### config.mk
export PLATFORM = sky130hd
export DESIGN_NAME = pic_top
export DESIGN_NICKNAME = d
export VERILOG_FILES = /design/src/pic_pkg.sv /design/src/pic_capture_ch.sv /design/src/pic_top.sv
export VERILOG_INCLUDE_DIRS = /design/src /design/src/src
export SDC_FILE = /design/constraint.sdc
export NUM_CORES = 1
export LEC_CHECK = 0
export BUFFER_PORTS_ARGS = -buffer_cell sky130_fd_sc_hd__buf_2
export CORE_ASPECT_RATIO = 0.6
export CORE_MARGIN = 2
export CORE_UTILIZATION = 40
export CTS_CLUSTER_DIAMETER = 40
export DETAILED_ROUTE_END_ITERATION = 6
export GPL_ROUTABILITY_DRIVEN = 0
export GPL_TIMING_DRIVEN = 0
export SYNTH_ARGS = -nofsm -noshare
export SYNTH_HDL_FRONTEND = slang
export SYNTH_HIERARCHICAL = 1
export SYNTH_SLANG_ARGS = --single-unit
### constraint.sdc
create_clock -name pclk -period 2.1 [get_ports pclk]
set_input_delay 0.42 -clock pclk [delete_from_list [all_inputs] [get_ports pclk]]
set_output_delay 0.42 -clock pclk [all_outputs]
set_load 0.05 [all_outputs]
### src/pic_regs.svh
// Functional notes
// - Pair type bit 1 sets period flag on period match, 0 on underflow.
// - Period type bit only acts in center-aligned mode; edge-aligned always uses underflow.
// - Duty interrupt enable bits 8..11 gate duty flags onto the interrupt request.
// - Period interrupt enable bits 0..3 gate period flags onto the interrupt request.
// - Duty flag sets when down-count reaches compare value; write one clears.
// - Edge-aligned with compare equal to period: duty flag is not set.
// - Period flag sets on the selected counter condition; write one clears.
// - Falling input edge latches counter into falling capture, sets falling indicator.
// - Rising input edge latches counter into rising capture, sets rising indicator.
// - Indicators clear when written bit equals compat bit; other values leave them.
// - Capture flag sets on enabled rising or falling edge; write one clears.
// - Capture enabled: counter latched into rising/falling capture on edges.
// - Capture disabled: no capture update and capture interrupt suppressed.
// - Falling interrupt enable set: falling edge raises capture interrupt request.
// - Rising interrupt enable set: rising edge raises capture interrupt request.
// - Inverter bit set inverts the pin before edge detection.
// - Input path enable low: capture input treated as constant zero.
`ifndef PIC_REGS_SVH
`define PIC_REGS_SVH

// ----------------------------------------------------------------
// Register byte offsets
// ----------------------------------------------------------------
`define PIC_OFS_COMPAT 8'h3C
`define PIC_OFS_IRQ_EN 8'h40
`define PIC_OFS_IRQ_FLAG 8'h44
`define PIC_OFS_CAP_CTL 8'h50
`define PIC_OFS_RISE0 8'h58
`define PIC_OFS_FALL0 8'h5C
`define PIC_OFS_RISE1 8'h60
`define PIC_OFS_FALL1 8'h64
`define PIC_OFS_CAP_IN_EN 8'h78

// ----------------------------------------------------------------
// Field positions
// ----------------------------------------------------------------
`define PIC_IE_PERIOD_LSB 0
`define PIC_IE_DUTY_LSB 8
`define PIC_IE_TYPE_LSB 16
`define PIC_FL_PERIOD_LSB 0
`define PIC_FL_DUTY_LSB 8
`define PIC_CCR_STRIDE 16
`define PIC_CCR_INV 0
`define PIC_CCR_RIE 1
`define PIC_CCR_FIE 2
`define PIC_CCR_FEN 3
`define PIC_CCR_CAPIF 4
`define PIC_CCR_RIND 6
`define PIC_CCR_FIND 7

// ----------------------------------------------------------------
// Reset values
// ----------------------------------------------------------------
`define PIC_RST_NIB 4'h0
`define PIC_RST_PAIR 2'h0
`define PIC_RST_BIT 1'h0
`define PIC_RST_CNT 16'h0000
`define PIC_RST_WORD 32'h0000_0000

`endif

### src/pic_pkg.sv
// ----------------------------------------------------------------
// Shared types
// ----------------------------------------------------------------
package pic_pkg;
    typedef logic [15:0] pic_cnt_t;
    typedef logic [31:0] pic_word_t;
    typedef logic [7:0] pic_addr_t;
endpackage : pic_pkg

### src/pic_capture_ch.sv
`timescale 1ns/1ps
`include "pic_regs.svh"

module pic_capture_ch (
    input wire logic pclk, // PWM clock
    input wire logic presetn, // Async reset, active low
    input wire logic pin, // Raw capture pin
    input wire logic path_en, // Input path enable
    input wire logic invert, // Input inverter
    input wire logic func_en, // Capture function enable
    input wire pic_pkg::pic_cnt_t cnt, // Down-counter value
    output logic rise_evt, // Qualified rising edge pulse
    output logic fall_evt, // Qualified falling edge pulse
    output pic_pkg::pic_cnt_t rise_val, // Rising capture value
    output pic_pkg::pic_cnt_t fall_val // Falling capture value
);
    // ----------------------------------------------------------------
    // Synchroniser and edge detect
    // ----------------------------------------------------------------
    logic meta_reg;
    logic sync_reg;
    logic prev_reg;
    logic cond;

    // Two stages; only the second stage is looked at
    always_ff @(posedge pclk or negedge presetn) begin
        if (!presetn) begin
            meta_reg <= `PIC_RST_BIT;
            sync_reg <= `PIC_RST_BIT;
        end else begin
            meta_reg <= pin;
            sync_reg <= meta_reg;
        end
    end

    // Invert then gate; flipping invert alone also looks like an edge
    assign cond = path_en & (sync_reg ^ invert);

    always_ff @(posedge pclk or negedge presetn) begin
        if (!presetn) begin
            prev_reg <= `PIC_RST_BIT;
        end else begin
            prev_reg <= cond;
        end
    end

    // One pulse per transition, only while capture runs
    assign rise_evt = func_en & cond & ~prev_reg;
    assign fall_evt = func_en & ~cond & prev_reg;

    // ----------------------------------------------------------------
    // Capture latches
    // ----------------------------------------------------------------
    always_ff @(posedge pclk or negedge presetn) begin
        if (!presetn) begin
            rise_val <= `PIC_RST_CNT;
        end else if (rise_evt) begin
            rise_val <= cnt;
        end
    end

    always_ff @(posedge pclk or negedge presetn) begin
        if (!presetn) begin
            fall_val <= `PIC_RST_CNT;
        end else if (fall_evt) begin
            fall_val <= cnt;
        end
    end
endmodule : pic_capture_ch

### src/pic_top.sv
`timescale 1ns/1ps
`include "pic_regs.svh"

module pic_top (
    input wire logic pclk, // PWM clock, 10 MHz
    input wire logic presetn, // Async reset, active low
    input wire pic_pkg::pic_addr_t paddr, // APB byte address
    input wire logic psel, // APB select
    input wire logic penable, // APB enable
    input wire logic pwrite, // APB direction, 1 = write
    input wire pic_pkg::pic_word_t pwdata, // APB write data
    output pic_pkg::pic_word_t prdata, // APB read data
    output logic pready, // APB ready
    output logic pslverr, // APB error for unmapped address
    input wire logic [3:0] cnt_underflow, // Counter underflow pulse per channel
    input wire logic [3:0] cnt_period_match, // Counter equals period value pulse
    input wire logic [3:0] cnt_duty_match, // Down-count reached compare value pulse
    input wire logic [3:0] cmp_eq_period, // Compare value equals period value
    input wire logic [1:0] pair_center, // Pair runs center-aligned
    input wire pic_pkg::pic_cnt_t cnt_ch0, // Channel 0 down-counter
    input wire pic_pkg::pic_cnt_t cnt_ch1, // Channel 1 down-counter
    input wire logic [1:0] cap_pin, // Capture input pins
    output logic pwm_irq, // Period or duty interrupt request
    output logic cap_irq // Capture interrupt request
);
    // ----------------------------------------------------------------
    // Register state
    // ----------------------------------------------------------------
    logic [3:0] period_irq_enable_reg;
    logic [3:0] duty_irq_enable_reg;
    logic [1:0] period_irq_type_reg; // [0] low pair, [1] high pair
    logic [3:0] period_flag_reg;
    logic [3:0] duty_flag_reg;
    logic clear_polarity_compat_reg;
    logic [1:0] capture_input_path_enable_reg;
    logic [1:0] input_invert_reg;
    logic [1:0] rising_irq_enable_reg;
    logic [1:0] falling_irq_enable_reg;
    logic [1:0] capture_func_enable_reg;
    logic [1:0] capture_irq_flag_reg;
    logic [1:0] rising_latched_ind_reg;
    logic [1:0] falling_latched_ind_reg;

    // ----------------------------------------------------------------
    // Bus decode
    // ----------------------------------------------------------------
    logic setup;
    logic wr;
    logic sel_compat;
    logic sel_irq_en;
    logic sel_irq_flag;
    logic sel_cap_ctl;
    logic sel_cap_in_en;
    pic_pkg::pic_word_t prdata_next;
    logic mapped_next;

    // Setup phase prepares the answer; access edge commits writes
    assign setup = psel & ~penable;
    assign wr = psel & penable & pready & pwrite;
    assign sel_compat = (paddr == `PIC_OFS_COMPAT);
    assign sel_irq_en = (paddr == `PIC_OFS_IRQ_EN);
    assign sel_irq_flag = (paddr == `PIC_OFS_IRQ_FLAG);
    assign sel_cap_ctl = (paddr == `PIC_OFS_CAP_CTL);
    assign sel_cap_in_en = (paddr == `PIC_OFS_CAP_IN_EN);

    // ----------------------------------------------------------------
    // Capture channels
    // ----------------------------------------------------------------
    logic [1:0] rise_evt;
    logic [1:0] fall_evt;
    pic_pkg::pic_cnt_t rise_val [2];
    pic_pkg::pic_cnt_t fall_val [2];
    pic_pkg::pic_cnt_t cnt_sel [2];

    assign cnt_sel[0] = cnt_ch0;
    assign cnt_sel[1] = cnt_ch1;

    // Per-channel pin conditioning, edge detect and latches
    for (genvar c = 0; c < 2; c++) begin : g_cap
        pic_capture_ch u_ch (
            .pclk(pclk),
            .presetn(presetn),
            .pin(cap_pin[c]),
            .path_en(capture_input_path_enable_reg[c]),
            .invert(input_invert_reg[c]),
            .func_en(capture_func_enable_reg[c]),
            .cnt(cnt_sel[c]),
            .rise_evt(rise_evt[c]),
            .fall_evt(fall_evt[c]),
            .rise_val(rise_val[c]),
            .fall_val(fall_val[c])
        );
    end

    // ----------------------------------------------------------------
    // Read mux
    // ----------------------------------------------------------------
    always_comb begin
        prdata_next = `PIC_RST_WORD;
        mapped_next = 1'b1;
        unique case (paddr)
            `PIC_OFS_COMPAT: begin
                prdata_next[0] = clear_polarity_compat_reg;
            end
            `PIC_OFS_IRQ_EN: begin
                prdata_next[`PIC_IE_PERIOD_LSB +: 4] = period_irq_enable_reg;
                prdata_next[`PIC_IE_DUTY_LSB +: 4] = duty_irq_enable_reg;
                prdata_next[`PIC_IE_TYPE_LSB +: 2] = period_irq_type_reg;
            end
            `PIC_OFS_IRQ_FLAG: begin
                prdata_next[`PIC_FL_PERIOD_LSB +: 4] = period_flag_reg;
                prdata_next[`PIC_FL_DUTY_LSB +: 4] = duty_flag_reg;
            end
            `PIC_OFS_CAP_CTL: begin
                for (int c = 0; c < 2; c++) begin
                    prdata_next[c*`PIC_CCR_STRIDE + `PIC_CCR_INV] = input_invert_reg[c];
                    prdata_next[c*`PIC_CCR_STRIDE + `PIC_CCR_RIE] = rising_irq_enable_reg[c];
                    prdata_next[c*`PIC_CCR_STRIDE + `PIC_CCR_FIE] = falling_irq_enable_reg[c];
                    prdata_next[c*`PIC_CCR_STRIDE + `PIC_CCR_FEN] = capture_func_enable_reg[c];
                    prdata_next[c*`PIC_CCR_STRIDE + `PIC_CCR_CAPIF] = capture_irq_flag_reg[c];
                    prdata_next[c*`PIC_CCR_STRIDE + `PIC_CCR_RIND] = rising_latched_ind_reg[c];
                    prdata_next[c*`PIC_CCR_STRIDE + `PIC_CCR_FIND] = falling_latched_ind_reg[c];
                end
            end
            `PIC_OFS_RISE0: prdata_next[15:0] = rise_val[0];
            `PIC_OFS_FALL0: prdata_next[15:0] = fall_val[0];
            `PIC_OFS_RISE1: prdata_next[15:0] = rise_val[1];
            `PIC_OFS_FALL1: prdata_next[15:0] = fall_val[1];
            `PIC_OFS_CAP_IN_EN: begin
                prdata_next[1:0] = capture_input_path_enable_reg;
            end
            default: mapped_next = 1'b0;
        endcase
    end

    // One wait-free access cycle; data sampled at the setup edge
    always_ff @(posedge pclk or negedge presetn) begin
        if (!presetn) begin
            pready <= `PIC_RST_BIT;
            pslverr <= `PIC_RST_BIT;
            prdata <= `PIC_RST_WORD;
        end else begin
            pready <= setup;
            pslverr <= setup & ~mapped_next;
            prdata <= (setup & ~pwrite) ? prdata_next : `PIC_RST_WORD;
        end
    end

    // ----------------------------------------------------------------
    // Control registers
    // ----------------------------------------------------------------
    always_ff @(posedge pclk or negedge presetn) begin
        if (!presetn) begin
            period_irq_enable_reg <= `PIC_RST_NIB;
            duty_irq_enable_reg <= `PIC_RST_NIB;
            period_irq_type_reg <= `PIC_RST_PAIR;
        end else if (wr && sel_irq_en) begin
            period_irq_enable_reg <= pwdata[`PIC_IE_PERIOD_LSB +: 4];
            duty_irq_enable_reg <= pwdata[`PIC_IE_DUTY_LSB +: 4];
            period_irq_type_reg <= pwdata[`PIC_IE_TYPE_LSB +: 2];
        end
    end

    // Compat bit picks which written value clears the indicators
    always_ff @(posedge pclk or negedge presetn) begin
        if (!presetn) begin
            clear_polarity_compat_reg <= `PIC_RST_BIT;
        end else if (wr && sel_compat) begin
            clear_polarity_compat_reg <= pwdata[0];
        end
    end

    always_ff @(posedge pclk or negedge presetn) begin
        if (!presetn) begin
            capture_input_path_enable_reg <= `PIC_RST_PAIR;
        end else if (wr && sel_cap_in_en) begin
            capture_input_path_enable_reg <= pwdata[1:0];
        end
    end

    // Plain read/write capture control fields
    always_ff @(posedge pclk or negedge presetn) begin
        if (!presetn) begin
            input_invert_reg <= `PIC_RST_PAIR;
            rising_irq_enable_reg <= `PIC_RST_PAIR;
            falling_irq_enable_reg <= `PIC_RST_PAIR;
            capture_func_enable_reg <= `PIC_RST_PAIR;
        end else if (wr && sel_cap_ctl) begin
            for (int c = 0; c < 2; c++) begin
                input_invert_reg[c] <= pwdata[c*`PIC_CCR_STRIDE + `PIC_CCR_INV];
                rising_irq_enable_reg[c] <= pwdata[c*`PIC_CCR_STRIDE + `PIC_CCR_RIE];
                falling_irq_enable_reg[c] <= pwdata[c*`PIC_CCR_STRIDE + `PIC_CCR_FIE];
                capture_func_enable_reg[c] <= pwdata[c*`PIC_CCR_STRIDE + `PIC_CCR_FEN];
            end
        end
    end

    // ----------------------------------------------------------------
    // Period and duty events
    // ----------------------------------------------------------------
    logic [3:0] period_evt;
    logic [3:0] duty_evt;
    logic [3:0] period_clr;
    logic [3:0] duty_clr;

    // Type bit is meaningless edge-aligned, so underflow is used there
    for (genvar n = 0; n < 4; n++) begin : g_evt
        assign period_evt[n] = (pair_center[n/2] && period_irq_type_reg[n/2]) ?
            cnt_period_match[n] : cnt_underflow[n];
        // Edge-aligned with compare equal to period gives no duty flag
        assign duty_evt[n] = cnt_duty_match[n] &
            ~(~pair_center[n/2] & cmp_eq_period[n]);
    end

    assign period_clr = (wr && sel_irq_flag) ? pwdata[`PIC_FL_PERIOD_LSB +: 4] : `PIC_RST_NIB;
    assign duty_clr = (wr && sel_irq_flag) ? pwdata[`PIC_FL_DUTY_LSB +: 4] : `PIC_RST_NIB;

    // Sticky flags; a set in the clearing cycle survives
    always_ff @(posedge pclk or negedge presetn) begin
        if (!presetn) begin
            period_flag_reg <= `PIC_RST_NIB;
        end else begin
            period_flag_reg <= (period_flag_reg & ~period_clr) | period_evt;
        end
    end

    always_ff @(posedge pclk or negedge presetn) begin
        if (!presetn) begin
            duty_flag_reg <= `PIC_RST_NIB;
        end else begin
            duty_flag_reg <= (duty_flag_reg & ~duty_clr) | duty_evt;
        end
    end

    // ----------------------------------------------------------------
    // Capture flags and indicators
    // ----------------------------------------------------------------
    logic [1:0] cap_set;
    logic [1:0] cap_clr;
    logic [1:0] rind_clr;
    logic [1:0] find_clr;

    for (genvar c = 0; c < 2; c++) begin : g_capflag
        // Events already vanish when the channel's capture is off
        assign cap_set[c] = (rise_evt[c] & rising_irq_enable_reg[c]) |
            (fall_evt[c] & falling_irq_enable_reg[c]);
        assign cap_clr[c] = wr & sel_cap_ctl &
            pwdata[c*`PIC_CCR_STRIDE + `PIC_CCR_CAPIF];
        // Clear only when the written bit matches the compat polarity
        assign rind_clr[c] = wr & sel_cap_ctl &
            (pwdata[c*`PIC_CCR_STRIDE + `PIC_CCR_RIND] == clear_polarity_compat_reg);
        assign find_clr[c] = wr & sel_cap_ctl &
            (pwdata[c*`PIC_CCR_STRIDE + `PIC_CCR_FIND] == clear_polarity_compat_reg);
    end

    always_ff @(posedge pclk or negedge presetn) begin
        if (!presetn) begin
            capture_irq_flag_reg <= `PIC_RST_PAIR;
        end else begin
            capture_irq_flag_reg <= (capture_irq_flag_reg & ~cap_clr) | cap_set;
        end
    end

    always_ff @(posedge pclk or negedge presetn) begin
        if (!presetn) begin
            rising_latched_ind_reg <= `PIC_RST_PAIR;
        end else begin
            rising_latched_ind_reg <= (rising_latched_ind_reg & ~rind_clr) | rise_evt;
        end
    end

    always_ff @(posedge pclk or negedge presetn) begin
        if (!presetn) begin
            falling_latched_ind_reg <= `PIC_RST_PAIR;
        end else begin
            falling_latched_ind_reg <= (falling_latched_ind_reg & ~find_clr) | fall_evt;
        end
    end

    // ----------------------------------------------------------------
    // Interrupt requests
    // ----------------------------------------------------------------
    // Registered so the request lags its flag by one cycle
    always_ff @(posedge pclk or negedge presetn) begin
        if (!presetn) begin
            pwm_irq <= `PIC_RST_BIT;
            cap_irq <= `PIC_RST_BIT;
        end else begin
            pwm_irq <= |((period_flag_reg & period_irq_enable_reg) |
                         (duty_flag_reg & duty_irq_enable_reg));
            cap_irq <= |(capture_irq_flag_reg & capture_func_enable_reg);
        end
    end
endmodule : pic_top

* After elaboration in Yosys (flattened, before gate mapping)
Index checks and enable logic that the tools add are counted. W data, S select, Z words.
Cells by class: bitwise operators 71, equality and inequality tests 13, reduce and logical (&&, ||, !) cells 10, mux-type cells 19
Operators with widths (number):
- $eq A8 B7 Y1 const B | 8
- $and A1 B1 Y1 | 35
- $mux W24 | 1
- $pmux W4 S6 | 1
- $and A4 B4 Y4 | 4
- $pmux W4 S4 | 1
- $pmux W2 S7 | 1
- $not A1 Y1 | 13
- $or A4 B4 Y4 | 3
- $pmux W2 S5 | 1
- $pmux W1 S9 | 1
- $reduce_or A9 Y1 | 1
- $and A2 B2 Y2 | 4
- $eq A8 B6 Y1 const B | 1
- $mux W4 | 2
- $not A4 Y4 | 2
- $pmux W1 S8 | 1
- $logic_and A1 B1 Y1 | 7
- $not A2 Y2 | 3
- $or A2 B2 Y2 | 3
- $mux W1 | 5
- $pmux W1 S5 | 1
- $eq A1 B1 Y1 | 4
- $pmux W1 S4 | 1
- other kinds (7) | 9
Storage, ports and cells: logic and storage cells 142, flip-flop bits (word level) 133, input bits 97

* Depth between registers and ports, before layout
depth after elaboration 8, gate-level depth with buffers 7

* By module
Netlist, hierarchy kept.
Modules (own cells, without submodules):
- pic_top | cells each 335, area an instance 3334.4 um2, sequential area each 1551.5 um2, times used 1
- pic_capture_ch | cells each 75, area an instance 1351.3 um2, sequential area each 875.8 um2, times used 2

* Least setup slack after synthesis
Ideal clock, no wire load.
path kind input port to flip-flop, from in paddr[1], to reg duty_irq_enable_reg[0], required time 1975 ps, stages on the path 6, arrival 2263 ps, setup slack -288 ps, cells stage by stage buf_2 -> or4_4 -> buf_6 -> or3_4 -> nor3_4 -> mux2_2
Between the ends: word-level cells in the longest chain between the ends 2
Ends and longest elaborated chain:
- start: declaration | line pic_top.sv:7 | input wire pic_pkg::pic_addr_t paddr,
- $eq A8 B7 Y1
- $logic_and A1 B1 Y1 | line pic_top.sv:157 | end else if (wr && sel_irq_en) begin
- end signal: assignment | line pic_top.sv:155 | duty_irq_enable_reg <= `PIC_RST_NIB;
- end signal: assignment | line pic_top.sv:159 | duty_irq_enable_reg <= pwdata[`PIC_IE_DUTY_LSB +: 4];
- end: declaration | line pic_top.sv:30 | logic [3:0] duty_irq_enable_reg;
No other way between the ends. A chain may end at the register's enable or synchronous reset.

* Worst setup path after layout
Same ends and word-level chain as after synthesis.

==> summary.md <==
| Metric | Value |
|---|---|
| Clock Latency Late Sink | `0.41 ns` |
| Area growth, synth to finish | `27.1%` |
| Ratio of cells with drive above 1 in the final layout | `42.7%` |
| RSZ-0062 raised after global routing | `yes` |
| Routed length on met1 | `7750 um` |
| Syn_area_per_cell | `12.4 sq um` |
| Largest family of logic cells by synthesized area | `multiplexers` |
| Worst vdd ir | `0.000469 V` |
| Vias in the first global route | `4454` |
| Layout net count | `723` |
| Worst Path Required | `2.39 ns` |
| Routed wl met3 | `1470 um` |
| Slew Limit Fails | `0` |
| Critical Path Fanout Max | `10` |
| Antenna violations before repair | `2` |
| Worst Hold Slack | `-0.0182 ns` |
| Commonest non-fill, non-tap cell in the layout | `dfrtp_1` |
| Asr flop ratio synth | `100%` |
| Final number of setup-violating endpoints | `0` |
| Total track usage | `20.9%` |
| WL/cell | `19.3 um` |
| IO Pins | `133` |
| CP arrival | `2.33 ns` |
| Clock buffer depth | `2` |
| Synth Area in Adders | `0%` |
| Port Buffer Count | `105` |
| Final wirelength | `16200 um` |
| Slowest cell on the critical path | `or4_4` |
| Crit path max-delay family | `simple AND/OR/NAND/NOR gates` |
| Pwr dens | `789 nW/um^2` |
| Pin count of the biggest net entering global routing | `73` |
| Fin crit share | `97.1%` |
| Worst rel slew slack | `49.8%` |
| DIE HEIGHT | `99.2 um` |
| Full die area | `16100 sq um` |
| Drt pass-1 iters | `4` |
| Area leader, netlist | `dfrtp_1` |
| Synth unique cells | `53` |
| Dpl ws | `-0.660 ns` |
| Post-route ant nets | `0` |
| Clk Tree Root Cell | `clkbuf_16` |
| Vias | `4350` |
| Cts bufs inserted | `17` |
| Synth top area share | `54.7%` |
| First-pass GRT wire length | `25100 um` |
| Sinks on the clock net | `132` |
| Worst reg2reg path depth | `4` |
| HP Class | `input port to async pin` |
| Sequential area share after synthesis | `54.7%` |
| Max Cap Viol | `0` |
| Status | `complete, but fails checks` |
| Violated checks | `hold timing` |
| Highest clock rate | `490 MHz` |
| GRT overflow | `0` |
| Worst setup SP type | `input port` |
| WP depth | `7` |
| Htree depth | `4` |
| Mux cell area share after synthesis | `20.7%` |
| Setup ws final | `0.0611 ns` |
| Top_reg_cell synth | `dfrtp_1` |
| Setup CP Type | `input port to flop` |
| Min Clock Period, post-route | `2.04 ns` |
| Crit end category | `flop` |
| Clock transition at path regs | `0.06 ns` |
| Post-Synth XOR/XNOR Area | `0.870%` |
| Top Layer Used | `met4` |
| Fin area | `7670 sq um` |
| Die width | `163 um` |
| CORE AREA | `14600 sq um` |
| Number of fill cells | `1291` |
| Post-Synth Simple-Gate Area | `11.3%` |
| Final Skew | `0.00763 ns` |
| Worst Tran Pin Value | `0.752 ns` |
| Via density per instance | `5.18` |
| Met2 Routed Length | `6830 um` |
| DRC | `0` |
| Initial Util | `41.3%` |
| Top post-synthesis cells by area | `dfrtp_1, mux2_2, mux2_4` |
| #FFs+latches synth | `132` |
| Slowest Stage Delay on Critical Path | `0.53 ns` |
| Final hold vios | `11` |
| Compound-Gate Fraction of Synth Area | `8.41%` |
| Area after DPL | `6910 sq um` |
| Hpwl dp | `11900 um` |
| CP Cell Sequence | `buf_8 -> or4_4 -> buf_6 -> or3_4 -> nor3_4 -> buf_12 -> mux2_2` |
| Post-CTS Hold Fix Bufs | `0` |
| Core Rows | `34` |
| Yosys synthesis warning count | `6` |
| Top Registers | `g_cap.u_ch/fall_val (32), g_cap.u_ch/rise_val (32), prdata (23)` |
| TritonCTS clock tree | `done` |
| Commonest non-fill, non-tap cells in the layout | `dfrtp_1, buf_2, mux2_2, nand2_1, a21oi_1` |
| EDFF count, synth | `0` |
| Initial DRC Count | `273` |
| Standby leakage power | `3.76 nW` |
| Setup_tns | `0 ns` |
| Gate Count Post-Synth | `485` |
| Mapped cell area | `6040 sq um` |
| WP buf/inv | `3` |
==> cell families (layout without fill, tap and decap cells) <==
logic type      Yosys count  count (layout)
mux                     107             107
compound gates           74              74
xor+xnor                  6               6
flops                   132             132
buf+inv                  34             180
simple gates            131             131
other cells               1              12
==> stage by stage <==
step,power [W],cells,utilization [%]
floorplan,0.00275,493,-
global placement,0.00292,796,46.9
detailed placement,0.00294,798,47.2
CTS,0.00610,831,51.9
global route,0.00625,837,52.4
finish,0.00606,840,52.4
==> what timing repair did <==
item	in CTS	in global routing
gates cloned	0	0
setup endpoints to repair	27	31
pin swaps	1	2
buffers inserted	1	6
gates resized for setup	5	7
endpoints found under the hold margin	0	0
==> cell type report <==
| type | count | area [sq um] | area share (%) |
|---|---|---|---|
| Multi-Input combinational cell | 327 | 2600 | 33.8 |
| Tap cell | 198 | 248 | 3.23 |
| Sequential cell | 132 | 3300 | 43.0 |
| Timing Repair Buffer | 114 | 632 | 8.23 |
| Clock buffer | 20 | 457 | 5.95 |
| Buffer | 31 | 240 | 3.13 |
| Inverter | 3 | 11.3 | 0.147 |
| Clock inverter | 12 | 178 | 2.32 |
| Antenna cell | 3 | 7.51 | 0.0978 |
==> synth_stat cells, drive strengths merged (2+ instances only) <==
library cell and number:
a221o 6, and2 8, and4b 2, o21ai 10
inv 2, nor4b 4, o22ai 3, or3 3
mux2i 17, o21a 2, a21oi 23, a22oi 14
buf 21, and3 5, a21boi 2, a22o 5
nand2b 10, nand4 2, mux2 90, dfrtp 132
nor2b 2, nand3 7, nor4 6, clkbuf 10
nand2 54, nor3 9, nor2 16, xor2 6
==> path summary, 6_finish.rpt <==
check | from | endpoint | slack, ns
worst max register to register | input_invert_reg[1] | g_cap[1].u_ch/fall_val[1] | 0.09
worst max-delay path | paddr[1] | duty_irq_enable_reg[0] | 0.06
max in group asynchronous | presetn | g_cap[1].u_ch/prev_reg | 1.33
worst min-delay path | presetn | prdata[13] | -0.02
worst min register to register | g_cap[0].u_ch/meta_reg | g_cap[0].u_ch/sync_reg | 0.35
min in group pclk | cap_pin[0] | g_cap[0].u_ch/meta_reg | 0.12
==> routing by layer <==
metal	global-route usage [%]	up-vias
li1	-	2016
met1	31.2	2156
met2	29.8	163
met3	5.50	15
met4	6.06	0
met5	0	-
==> where the power goes <==
part | total, W | internal, W | switching (W) | leakage, nW
clock network | 0.00315 | 0.00205 | 0.00110 | 0.299
logic | 0.000344 | 0.000118 | 0.000225 | 1.67
registers | 0.00256 | 0.00255 | 0.00000430 | 1.79
total | 0.00606 | 0.00472 | 0.00133 | 3.76
==> worst reg2reg max path, stage by stage, from the launching register on <==
cell     delay (ns)
dfrtp_1        0.41
xor2_1         0.21
a21oi_2        0.60
buf_6          0.31
mux2_2         0.37
Note: power is estimated with default switching activity, not from simulation.
